### src/hdl/pmbtam_pkg.sv
// pmbtam_pkg: constants, command codes and carrier types of the PMBus target block
// assumes: 125 MHz system clock, bus pins arrive asynchronously
package pmbtam_pkg;
  localparam int  CLK_MHZ          = 125;
  localparam int  STORE_WAIT_MS    = 5;
  localparam int  STORE_WAIT_CYC   = STORE_WAIT_MS * 1000 * CLK_MHZ;
  localparam int  STRAP_MULT       = 8;
  localparam int  STRAP_SHIFT      = 3;
  localparam logic [6:0] ADDR_RESERVED_A = 7'h00;
  localparam logic [6:0] ADDR_RESERVED_B = 7'h0B;
  localparam logic [6:0] ADDR_RESERVED_C = 7'h0C;
  localparam logic [6:0] ADDR_FALLBACK   = 7'h7F;
  // command codes
  localparam logic [7:0] CMD_CLEAR_FAULTS   = 8'h03;
  localparam logic [7:0] CMD_STORE_USER_ALL = 8'h15;
  localparam logic [7:0] CMD_ALERT_MASK     = 8'h1B;
  localparam logic [7:0] CMD_STATUS_BYTE    = 8'h78;
  localparam logic [7:0] CMD_READ_VIN       = 8'h88;
  localparam logic [7:0] CMD_READ_VOUT      = 8'h8B;
  localparam logic [7:0] CMD_READ_IOUT      = 8'h8C;
  localparam logic [7:0] CMD_READ_TEMP      = 8'h8D;
  localparam logic [7:0] CMD_READ_DUTY      = 8'h94;
  localparam logic [7:0] CMD_READ_FREQ      = 8'h95;
  localparam logic [7:0] CMD_TEMP_SELECT    = 8'hDC;
  localparam logic [7:0] CMD_ADDR_OFFSET    = 8'hE0;
  localparam logic [7:0] MASK_RESET         = 8'h00;
  localparam logic [7:0] TSEL_RESET         = 8'h00;
  localparam logic [7:0] AOFS_RESET         = 8'h00;
  localparam int         BUSY_BIT           = 7;
  localparam int         ALERT_BIT          = 0;
  localparam logic [3:0] BIT_LAST           = 4'h7;

  typedef struct packed {
    logic [15:0] vin;
    logic [15:0] vout;
    logic [15:0] iout;
    logic [15:0] temp_int;
    logic [15:0] temp_ext;
    logic [15:0] freq;
    logic [15:0] duty;
  } pmbtam_meas_t;

  typedef enum logic [6:0] {
    ST_IDLE = 7'b0000001,
    ST_ADDR = 7'b0000010,
    ST_ACK  = 7'b0000100,
    ST_RX   = 7'b0001000,
    ST_TX   = 7'b0010000,
    ST_TACK = 7'b0100000,
    ST_SKIP = 7'b1000000
  } pmbtam_state_t;
endpackage

### src/hdl/pmbtam_strap.sv
// pmbtam_strap: resolves the bus address from two strap indices
// assumes: indices already digitised and stable, sampled by the caller
module pmbtam_strap
  import pmbtam_pkg::*;
(
  input  wire logic [2:0] idx_high,
  input  wire logic [2:0] idx_low,
  input  wire logic       single_pin,
  output logic      [6:0] addr
);
  logic [6:0] raw;
  always_comb begin
    // single pin mode drops the low strap contribution
    raw = {1'b0, idx_high, STRAP_SHIFT'(0)} + (single_pin ? 7'h00 : {4'h0, idx_low});
    if (raw == ADDR_RESERVED_A || raw == ADDR_RESERVED_B || raw == ADDR_RESERVED_C) begin
      addr = ADDR_FALLBACK;
    end else begin
      addr = raw;
    end
  end
endmodule

### src/hdl/pmbtam_top.sv
// pmbtam_top: PMBus target with strap addressing, monitoring reads and alert line
// assumes: open-drain scl/sda resolved outside; strap indices come from an analog digitiser
// What this block does
// - bus runs only at 100 kHz or 400 kHz; sampling at 125 MHz covers both.
// - each strap pin gives a 3-bit index from its resistor value.
// - address is eight times the high strap index plus the low one while aofs[0] is clear.
// - computed address 0, 11 or 12 becomes address 127.
// - any detected fault not masked in alert_mask pulls the alert line.
// - standard SMBus protocol; device never stretches the clock (scl_oe held at 0).
// - busy flag is set in status when the device cannot serve.
// - monitoring reads return current measurements at any time.
// - temperature read reports the sensor chosen by command 0xDC.
// - address-offset setting makes only the high strap contribute.
// - defaults come from non-volatile memory; settings rewritable over the bus.
// - behaves as a PMBus 1.3 target usable by any two-wire host.
// - alert goes low on any enabled fault or warning.
// - alert stays until clear-faults or re-enable; mask blocks chosen sources.
module pmbtam_top
  import pmbtam_pkg::*;
#(
  parameter int STORE_CYCLES = STORE_WAIT_CYC
)
(
  input  wire logic         clk,
  input  wire logic         resetn,
  input  wire logic         scl_in,
  output logic              scl_oe,
  input  wire logic         sda_in,
  output logic              sda_oe,
  output logic              fault_alert_line_oe,
  input  wire logic   [2:0] addr_strap_high,
  input  wire logic   [2:0] addr_strap_low,
  input  wire logic   [7:0] nvm_mask,
  input  wire logic   [7:0] nvm_tsel,
  input  wire logic   [7:0] nvm_aofs,
  input  wire pmbtam_meas_t meas,
  input  wire logic   [7:0] fault_src,
  input  wire logic         output_reenable,
  output logic              nvm_store,
  output logic        [7:0] cfg_mask,
  output logic              busy,
  output logic        [6:0] own_addr
);
  // ----------------------------------------------------------------
  // pin synchronisers and edge detection
  // ----------------------------------------------------------------
  logic [1:0] scl_s, sda_s;
  logic       scl_d, sda_d;
  always_ff @(posedge clk or negedge resetn) begin
    if (!resetn) begin
      scl_s <= 2'b11;
      sda_s <= 2'b11;
      scl_d <= 1'b1;
      sda_d <= 1'b1;
    end else begin
      scl_s <= {scl_s[0], scl_in};
      sda_s <= {sda_s[0], sda_in};
      scl_d <= scl_s[1];
      sda_d <= sda_s[1];
    end
  end
  logic scl_rise, scl_fall, start_c, stop_c;
  assign scl_rise = scl_s[1] & ~scl_d;
  assign scl_fall = ~scl_s[1] & scl_d;
  assign start_c  = scl_s[1] & scl_d & sda_d & ~sda_s[1];
  assign stop_c   = scl_s[1] & scl_d & ~sda_d & sda_s[1];

  // ----------------------------------------------------------------
  // configuration and address
  // ----------------------------------------------------------------
  logic [7:0] alert_mask, tsel, aofs;
  logic       cfg_loaded;
  pmbtam_strap u_strap (
    .idx_high   (addr_strap_high),
    .idx_low    (addr_strap_low),
    .single_pin (aofs[0]),
    .addr       (own_addr)
  );

  // ----------------------------------------------------------------
  // transaction engine
  // ----------------------------------------------------------------
  pmbtam_state_t state, next_state;
  logic [3:0]  bitc, next_bitc;
  logic [7:0]  sh, next_sh;
  logic [7:0]  cmd, next_cmd;
  logic [1:0]  bytec, next_bytec;
  logic        rnw, next_rnw;
  logic        sda_o, next_sda_o;
  logic [7:0]  next_mask, next_tsel, next_aofs;
  logic        clr_pulse;
  logic [31:0] store_cnt, next_store_cnt;
  logic [15:0] rd_word;
  logic [7:0]  status_byte;

  assign busy        = (store_cnt != 32'h0);
  assign status_byte = {busy, 6'h00, fault_alert_line_oe};
  assign nvm_store   = (store_cnt == STORE_CYCLES[31:0]);
  assign cfg_mask    = alert_mask;

  always_comb begin
    case (cmd)
      CMD_READ_VIN:    rd_word = meas.vin;
      CMD_READ_VOUT:   rd_word = meas.vout;
      CMD_READ_IOUT:   rd_word = meas.iout;
      CMD_READ_TEMP:   rd_word = tsel[0] ? meas.temp_ext : meas.temp_int;
      CMD_READ_FREQ:   rd_word = meas.freq;
      CMD_READ_DUTY:   rd_word = meas.duty;
      CMD_STATUS_BYTE: rd_word = {8'h00, status_byte};
      CMD_ALERT_MASK:  rd_word = {8'h00, alert_mask};
      CMD_TEMP_SELECT: rd_word = {8'h00, tsel};
      CMD_ADDR_OFFSET: rd_word = {8'h00, aofs};
      default:         rd_word = 16'h0000;
    endcase
  end

  always_comb begin
    next_state     = state;
    next_bitc      = bitc;
    next_sh        = sh;
    next_cmd       = cmd;
    next_bytec     = bytec;
    next_rnw       = rnw;
    next_sda_o     = sda_o;
    next_mask      = alert_mask;
    next_tsel      = tsel;
    next_aofs      = aofs;
    next_store_cnt = (store_cnt != 32'h0) ? store_cnt - 32'h1 : 32'h0;
    clr_pulse      = 1'b0;
    if (!cfg_loaded) begin
      next_mask = nvm_mask;
      next_tsel = nvm_tsel;
      next_aofs = nvm_aofs;
    end
    if (start_c) begin
      next_state = ST_ADDR;
      next_bitc  = 4'h0;
      next_sda_o = 1'b0;
      next_bytec = 2'b00;
    end else if (stop_c) begin
      next_state = ST_IDLE;
      next_sda_o = 1'b0;
    end else begin
      case (state)
        ST_IDLE: next_sda_o = 1'b0;
        ST_ADDR: begin
          if (scl_rise) begin
            next_sh   = {sh[6:0], sda_s[1]};
            next_bitc = bitc + 4'h1;
          end
          if (scl_fall && bitc == BIT_LAST + 4'h1) begin
            if (sh[7:1] == own_addr) begin
              next_rnw   = sh[0];
              next_sda_o = 1'b1;
              next_state = ST_ACK;
            end else begin
              next_state = ST_SKIP;
            end
          end
        end
        ST_ACK: begin
          if (scl_fall) begin
            next_bitc = 4'h0;
            if (rnw) begin
              next_sh    = (bytec == 2'b00) ? rd_word[7:0] : rd_word[15:8];
              next_sda_o = ~((bytec == 2'b00) ? rd_word[7] : rd_word[15]);
              next_state = ST_TX;
            end else begin
              next_sda_o = 1'b0;
              next_state = ST_RX;
            end
          end
        end
        ST_RX: begin
          if (scl_rise) begin
            next_sh   = {sh[6:0], sda_s[1]};
            next_bitc = bitc + 4'h1;
          end
          if (scl_fall && bitc == BIT_LAST + 4'h1) begin
            next_sda_o = 1'b1;
            next_state = ST_ACK;
            next_bytec = (bytec == 2'b11) ? bytec : bytec + 2'b01;
            if (bytec == 2'b00) begin
              next_cmd = sh;
              if (sh == CMD_CLEAR_FAULTS) begin
                clr_pulse = 1'b1;
              end
              if (sh == CMD_STORE_USER_ALL) begin
                next_store_cnt = STORE_CYCLES[31:0];
              end
            end else if (bytec == 2'b01) begin
              // writes are taken from the first data byte
              case (cmd)
                CMD_ALERT_MASK:  next_mask = sh;
                CMD_TEMP_SELECT: next_tsel = sh;
                CMD_ADDR_OFFSET: next_aofs = sh;
                default:         next_mask = alert_mask;
              endcase
            end
          end
        end
        ST_TX: begin
          if (scl_fall) begin
            if (bitc == BIT_LAST) begin
              next_sda_o = 1'b0;
              next_state = ST_TACK;
            end else begin
              next_sh    = {sh[6:0], 1'b0};
              next_sda_o = ~sh[6];
              next_bitc  = bitc + 4'h1;
            end
          end
        end
        ST_TACK: begin
          if (scl_rise) begin
            if (sda_s[1]) begin
              next_state = ST_SKIP;
            end else begin
              next_bytec = bytec + 2'b01;
              next_state = ST_ACK;
            end
          end
        end
        ST_SKIP: next_sda_o = 1'b0;
        default: next_state = ST_IDLE;
      endcase
    end
  end

  always_ff @(posedge clk or negedge resetn) begin
    if (!resetn) begin
      state      <= ST_IDLE;
      bitc       <= 4'h0;
      sh         <= 8'h00;
      cmd        <= 8'h00;
      bytec      <= 2'b00;
      rnw        <= 1'b0;
      sda_o      <= 1'b0;
      alert_mask <= MASK_RESET;
      tsel       <= TSEL_RESET;
      aofs       <= AOFS_RESET;
      cfg_loaded <= 1'b0;
      store_cnt  <= 32'h0;
    end else begin
      state      <= next_state;
      bitc       <= next_bitc;
      sh         <= next_sh;
      cmd        <= next_cmd;
      bytec      <= next_bytec;
      rnw        <= next_rnw;
      sda_o      <= next_sda_o;
      alert_mask <= next_mask;
      tsel       <= next_tsel;
      aofs       <= next_aofs;
      cfg_loaded <= 1'b1;
      store_cnt  <= next_store_cnt;
    end
  end
  assign sda_oe = sda_o;
  // ack phases never stretch; no clock holding needed at 100/400 kHz
  assign scl_oe = 1'b0;

  // ----------------------------------------------------------------
  // alert latch
  // ----------------------------------------------------------------
  logic [7:0] fault_lat, next_fault_lat;
  always_comb begin
    // a new fault in the clearing cycle survives the clear
    next_fault_lat = (clr_pulse || output_reenable) ? 8'h00 : fault_lat;
    next_fault_lat = next_fault_lat | (fault_src & ~alert_mask);
  end
  always_ff @(posedge clk or negedge resetn) begin
    if (!resetn) begin
      fault_lat           <= 8'h00;
      fault_alert_line_oe <= 1'b0;
    end else begin
      fault_lat           <= next_fault_lat;
      fault_alert_line_oe <= |next_fault_lat;
    end
  end

  // ----------------------------------------------------------------
  // checks
  // ----------------------------------------------------------------
  AST_RESERVED_ADDR: assert property (@(posedge clk) disable iff (!resetn)
    (aofs[0] == 1'b0 && addr_strap_high == 3'h1 && addr_strap_low == 3'h3) |-> own_addr == ADDR_FALLBACK)
    else $error("reserved address not remapped");
  AST_ADDR_SUM: assert property (@(posedge clk) disable iff (!resetn)
    (aofs[0] == 1'b0 && addr_strap_high == 3'h5 && addr_strap_low == 3'h2) |-> own_addr == 7'h2A)
    else $error("address not eight times high plus low");
  AST_SINGLE_PIN: assert property (@(posedge clk) disable iff (!resetn)
    (aofs[0] && addr_strap_high == 3'h3) |-> own_addr == 7'h18)
    else $error("single pin address wrong");
  AST_ALERT_SET: assert property (@(posedge clk) disable iff (!resetn)
    (|(fault_src & ~alert_mask)) |=> fault_alert_line_oe)
    else $error("alert not raised for enabled fault");
  AST_ALERT_HOLD: assert property (@(posedge clk) disable iff (!resetn)
    (fault_alert_line_oe && !clr_pulse && !output_reenable) |=> fault_alert_line_oe)
    else $error("alert dropped without clear");
  AST_ALERT_CLEAR: assert property (@(posedge clk) disable iff (!resetn)
    (output_reenable && fault_src == 8'h00) |=> !fault_alert_line_oe)
    else $error("alert not cleared on re-enable");
  AST_BUSY_STORE: assert property (@(posedge clk) disable iff (!resetn)
    (clr_pulse == 1'b0 && $rose(nvm_store)) |-> busy ##1 busy)
    else $error("busy not held during store");
  AST_NO_FOREIGN_ACK: assert property (@(posedge clk) disable iff (!resetn)
    (state == ST_SKIP) |-> !sda_oe)
    else $error("drove sda for foreign address");
  AST_TEMP_SEL: assert property (@(posedge clk) disable iff (!resetn)
    (cmd == CMD_READ_TEMP && tsel[0]) |-> rd_word == meas.temp_ext)
    else $error("wrong temperature sensor");
  COV_ACK: cover property (@(posedge clk) disable iff (!resetn) state == ST_ADDR ##1 state == ST_ACK);
  COV_READ: cover property (@(posedge clk) disable iff (!resetn) state == ST_TX);
  COV_ALERT: cover property (@(posedge clk) disable iff (!resetn) $rose(fault_alert_line_oe));
  COV_STORE: cover property (@(posedge clk) disable iff (!resetn) $rose(busy));
endmodule

### config.mk
export PLATFORM = sky130hd
export DESIGN_NAME = pmbtam_top
export DESIGN_NICKNAME = d
export VERILOG_FILES = /design/src/hdl/pmbtam_pkg.sv /design/src/hdl/pmbtam_strap.sv /design/src/hdl/pmbtam_top.sv
export SDC_FILE = /design/constraint.sdc
export NUM_CORES = 1
export LEC_CHECK = 0
export BUFFER_PORTS_ARGS = -buffer_cell sky130_fd_sc_hd__buf_2
export CELL_PAD_IN_SITES_DETAIL_PLACEMENT = 0
export CELL_PAD_IN_SITES_GLOBAL_PLACEMENT = 1
export CORE_MARGIN = 5
export CORE_UTILIZATION = 35
export DETAILED_ROUTE_END_ITERATION = 8
export GPL_ROUTABILITY_DRIVEN = 0
export PLACE_DENSITY = 0.82
export SYNTH_ARGS = -nofsm -noshare
export SYNTH_HDL_FRONTEND = slang
export SYNTH_SLANG_ARGS = --single-unit
### constraint.sdc
create_clock -name clk -period 4 [get_ports clk]
set_input_delay 0.8 -clock clk [delete_from_list [all_inputs] [get_ports clk]]
set_output_delay 0.8 -clock clk [all_outputs]
set_load 0.01 [all_outputs]
==> Word-level counts from Yosys, hierarchy flattened <==
Index checks and enable logic that the tools add are counted.
W data, S select, Z words.
{ "classes": {"muxes": 86, "n_bitwise": 18, "reduce_logical": 22, "eq_ne": 50, "addsub": 4} }
{ "ops": {"columns": ["cell", "count"], "rows": [
  ["$mux W8", 30],
  ["$mux W32", 7],
  ["$pmux W16 S10", 1],
  ["$mux W7", 11],
  ["$eq A8 B8 Y1 const B", 8],
  ["$pmux W7 S6", 1],
  ["$eq A32 B20 Y1 const B", 1],
  ["$reduce_bool A32 Y1", 1],
  ["$sub A32 B1 Y32 const B", 1],
  ["$ne A4 B4 Y1 const B", 7],
  ["$mux W4", 6],
  ["$pmux W8 S3", 1],
  ["$eq A7 B4 Y1 const B", 3],
  ["$ne A3 B3 Y1 const B", 7],
  ["$reduce_and A6 Y1", 3],
  ["$eq A8 B5 Y1 const B", 2],
  ["$mux W1", 16],
  ["$mux W16", 1],
  ["$pmux W8 S2", 1],
  ["$mux W2", 6],
  ["$pmux W4 S3", 1],
  ["$ne A2 B2 Y1 const B", 5],
  ["$reduce_and A5 Y1", 2],
  ["$and A8 B8 Y8", 1],
  ["other kinds (38)", 57]
]} }
{ "totals": {"input_bits": 155, "wordCells": 198, "regBits": 103, "out_inout_bits": 20} }

==> Depth between registers and ports, before layout <==
{ "depth": {"word_depth": 12, "mapped_depth": 10, "depth_no_buf": 9} }

==> Modules after synthesis <==
From an unflattened synthesis, not the netlist that was laid out.
{ "hier_totals": {"hier_cells": 684, "area_unflattened_um2": 6408.6} }
{ "by_module_without_submodules": {"columns": ["mod", "cells_each", "area_per_inst_um2", "instances", "seq_area_each_um2"], "rows": [
  ["pmbtam_top", 667, 6297.3, 1, 2586.2],
  ["pmbtam_strap", 17, 111.4, 1, 0.0]
]} }

==> Least setup slack after synthesis <==
Ideal clock, no wire load.
{ "synth_timing": {"path_type": "input to output", "from": "input addr_strap_low[1]", "to": "output own_addr[5]", "slack_ps": 1301, "n_path_buf": 1, "required_ps": 3200, "path_stages": 5, "arrival_ps": 1899, "cell_sequence": "clkbuf_1 -> and3b_1 -> o2111ai_1 -> nand2_1 -> or2_2"} }
{ "synth_via": {"elab_chain_cells": 6, "word_cells_on_any_way": 8, "classes_between": "add/sub: 1; eq/ne: 2; mux: 2; reduce/logical: 3"} }
{ "synth_rtl": {"columns": ["item", "line_no", "rtl"], "rows": [
  ["start, declared", "pmbtam_top.sv:32", "input wire logic [2:0] addr_strap_low,"],
  ["$mux W3 (*)", "pmbtam_strap.sv:14", "raw = {1'b0, idx_high, STRAP_SHIFT'(0)} + (single_pin ? 7'h00 : {4'h0, idx_low});"],
  ["$add A6 B7 Y7 (*)", "pmbtam_strap.sv:14", null],
  ["$eq A7 B4 Y1 / $logic_not A7 Y1 (equally long branches)", "pmbtam_strap.sv:15", "if (raw == ADDR_RESERVED_A || raw == ADDR_RESERVED_B || raw == ADDR_RESERVED_C) begin"],
  ["$logic_or A1 B1 Y1 (2 in series)", "pmbtam_strap.sv:15", null],
  ["$mux W7 (*)", "pmbtam_strap.sv:15", null],
  ["end, declared", "pmbtam_top.sv:42", "output logic [6:0] own_addr"]
]} }
Every way passes the cells marked *; elsewhere a longest branch is shown, timed or not.

==> Worst setup path in the final report <==
{ "layout_timing": {"from": "register store_cnt[20]", "to": "output busy"} }
{ "layout_via": {"elab_chain_cells": 1} }
{ "layout_rtl": {"columns": ["item", "line_no", "rtl"], "rows": [
  ["start, declared", "pmbtam_top.sv:92", "logic [31:0] store_cnt, next_store_cnt;"],
  ["start signal, assigned", "pmbtam_top.sv:256", "store_cnt <= next_store_cnt;"],
  ["$reduce_bool A32 Y1", "pmbtam_top.sv:96", "assign busy = (store_cnt != 32'h0);"],
  ["end, declared", "pmbtam_top.sv:41", "output logic busy,"]
]} }
No other way between the ends.

==> metrics.txt <==
Max Fclk slightly below 300 MHz; number of antenna violations at the first check in global routing 0; number of vias in the routed layout around 6300; share of the clock period used by the worst path 86.0%; power density over the cells roughly 370 mW/mm^2; largest fanout on the critical path 10; Total Negative Setup Slacks 0 ns; critical path launch point type flop; area of the die 0.0218 sq mm; first-pass GRT wire length between 30000 and 40000 um; post-synthesis sequential area ratio a little under 40%; skew final about 0.0098 ns; routed length per placed instance 19.9 um; RR Endpoint store_cnt[25]$_DFF_PN0_; final core utilization between 40% and 50%; Hold Crit Start scl_s[0]$_DFF_PN1_; total global routing track utilization about a fifth; final routed wirelength across all metal layers approximately 22000 um; area added between synthesis and finish 19.5%; class of the tightest hold or removal check flop to flop; hold buffer count at CTS 0; largest net degree at the start of global routing between 80 and 90; number of buffers and inverters on the critical path 2; Seq cells post-synth a little over 100; Max-slew headroom between 20% and 30%; highest-count cells in the layout ignoring fill and taps buf_2, dfrtp_1, nor2_1; ratio of routed vias to standard cells ~5.7; Post-CTS Setup Bufs 0; placed instance area about 0.0076 sq mm; Overflow after GRT 0; post-detailed-route count of antenna-violating nets 0; io pins about 180; async set-or-reset flop fraction in the synthesized netlist 100%; cell depth of the worst hold path 0; largest stage delay on the critical path 0.64 ns; total power after layout 2.89 mW; cell area after layout slightly below 0.008 sq mm; Max stage delay cell, worst path nor4_4; number of DRC violations after detailed-routing iteration 0 529; Clock Sinks around 100; end point of the most critical hold path scl_s[1]$_DFF_PN1_; CTS Buffer Depth 2; setup repair after global routing missed its margin false; net count after synthesis roughly 890; worst setup slack for register-to-register paths around 1 ns; detailed-route DRC error count 0; crit path capture type output port; Post-Place Cells 1094; CP top delay family simple AND/OR/NAND/NOR gates; number of flops mapped to enable cells by yosys 0; vias in the first global route 6175; cell breakdown of the critical path nor4_1 > nand4_1 > nor4_4 > inv_1 > buf_2; number of antenna repair diodes 0; standard-cell row count 50; status finished clean; most common cell after layout, fill and taps aside buf_2; Synth Flop Type dfrtp_1; Avg Synthesized Cell Area a little over 9 sq um; fraction of layout cells with a size suffix above 1 27.3%; CTS tree yes; number of distinct library cells after synthesis 84; max-cap check violation count 0; vertical die dimension about 150 um; IO Port Bufs ~170; non-filler instance count after layout about 1100; final setup fails 0; HPWL reported at the end of detailed placement between 15000 and 20000 um; Worst Path Class, Setup flop to output port; logic depth of the worst register-to-register path 9; Critical Path RT between 3 and 4 ns; count of pins over their slew limit 0; number of resized instances in the post-cts repair step 0; Mapped Area 0.00662 sq mm; Initial Util a little over a third; LEAKAGE 3.72 nW; Core Footprint about 0.019 sq mm; arrival time at the worst endpoint around 2.6 ns; TritonRoute pass-1 iters 6; R2R Path Start bytec[0]$_DFFE_PN0P_; horizontal extent of the die about 150 um; final hold violation count 0; Inserted Clock Buffers 9; buffer type at the clock tree root clkbuf_16; H-tree levels 3; CTS clk-pin slew, worst paths 0.07 ns; count of synthesis-stage warnings from yosys 0; actual slew at the worst max-slew pin between 1 and 1.5 ns; Net count, final 1033; cell count after synthesis slightly above 700; Final min period 3.44 ns; source-to-sink clock delay at the later pin of the worst-skew pair roughly 0.36 ns; maximum vdd ir drop between 0.15 and 0.2 mV
final cells by class:
| cell class | count | area (sq um) |
|---|---|---|
| clock buffers | 9 | 225 |
| inverters | 21 | 78.8 |
| clock inverters | 7 | 63.8 |
| fillers | 1851 | 10700 |
| flip-flops and latches | 103 | 2590 |
| multi-input cells | 556 | 3740 |
| repair buffers | 180 | 921 |
| well taps | 234 | 293 |
how the worst max path moves through the flow:
stage	start	endpoint	cells past startpoint
6_report	store_cnt[20]$_DFF_PN0_	busy	5
4_1_cts	store_cnt[20]$_DFF_PN0_	busy	5
5_1_grt	store_cnt[20]$_DFF_PN0_	busy	5
3_3_place_gp	store_cnt[20]$_DFF_PN0_	busy	5
2_1_floorplan	addr_strap_low[1]	own_addr[5]	5
3_5_place_dp	store_cnt[20]$_DFF_PN0_	busy	5
synthesized netlist by cell type (all sizes together) (6+ instances only):
library cell,n,share of area [%]
dfrtp,96,36
nor2,88,5.0
nand2,57,3.3
a21oi,44,3.3
mux2i,33,5.0
o21ai,29,2.2
clkbuf,26,1.5
nor3,23,2.3
inv,20,1.1
xnor2,20,2.6
nor4,19,2.3
buf,18,1.7
nand3,14,1.1
a221oi,13,1.7
nand2b,12,1.1
o22ai,12,1.1
xor2,12,1.6
a222oi,11,1.7
mux2,9,1.5
o21a,9,1.0
a21o,8,0.91
a22oi,8,0.91
nand4b,8,1.5
a32oi,7,0.93
dfstp,7,2.8
ha,7,1.3
a22o,6,0.79
a31oi,6,0.66
nand4,6,0.57
nor2b,6,0.57
nor4b,6,0.89
o221ai,6,0.79
per-stage QoR:
step	setup WS (ns)	hold WS (ns)
after detailed placement	0.944	0.348
final	0.562	0.358
after global placement	0.998	0.347
after floorplan	1.30	0.345
after CTS	0.524	0.358
after global routing	0.322	0.363
per-layer routing:
metal  vias to the layer above  global-route usage, %  wire [um]
li1                       3008                      -          -
met1                      2978                   25.3       9410
met2                       245                   33.4      10500
met3                        42                   4.20       1510
met4                         0                   8.39        739
met5                         -                      0          0
state kept, by name (all words and copies together), names as in the netlist, 2 cells and up:
| register | flops |
|---|---|
| store_cnt | 32 |
| aofs | 8 |
| cfg_mask | 8 |
| cmd | 8 |
| fault_lat | 8 |
| sh | 8 |
| tsel | 8 |
| state | 7 |
| bitc | 4 |
| bytec | 2 |
| scl_s | 2 |
| sda_s | 2 |
report_power, final:
part / total, mW / switching (mW) / internal [mW]
registers: 1.35 / 0.217 / 1.14
clock network: 0.859 / 0.423 / 0.437
logic: 0.678 / 0.360 / 0.318
cell families (layout without fill, tap and decap cells):
group                      after synthesis  in the layout  synth area share (%)
AOI/OAI and AO/OA                      195            195                  21.0
and+or+nand+nor                        278            278                  23.3
DFF                                    103            103                  39.1
other                                    2              2                 0.113
adders and majority gates                7              7                  1.32
xor gates and xnor gates                32             32                  4.23
buffers and inverters                   65            217                  4.40
muxes                                   42             42                  6.52
(Power assumes the default switching activity.)
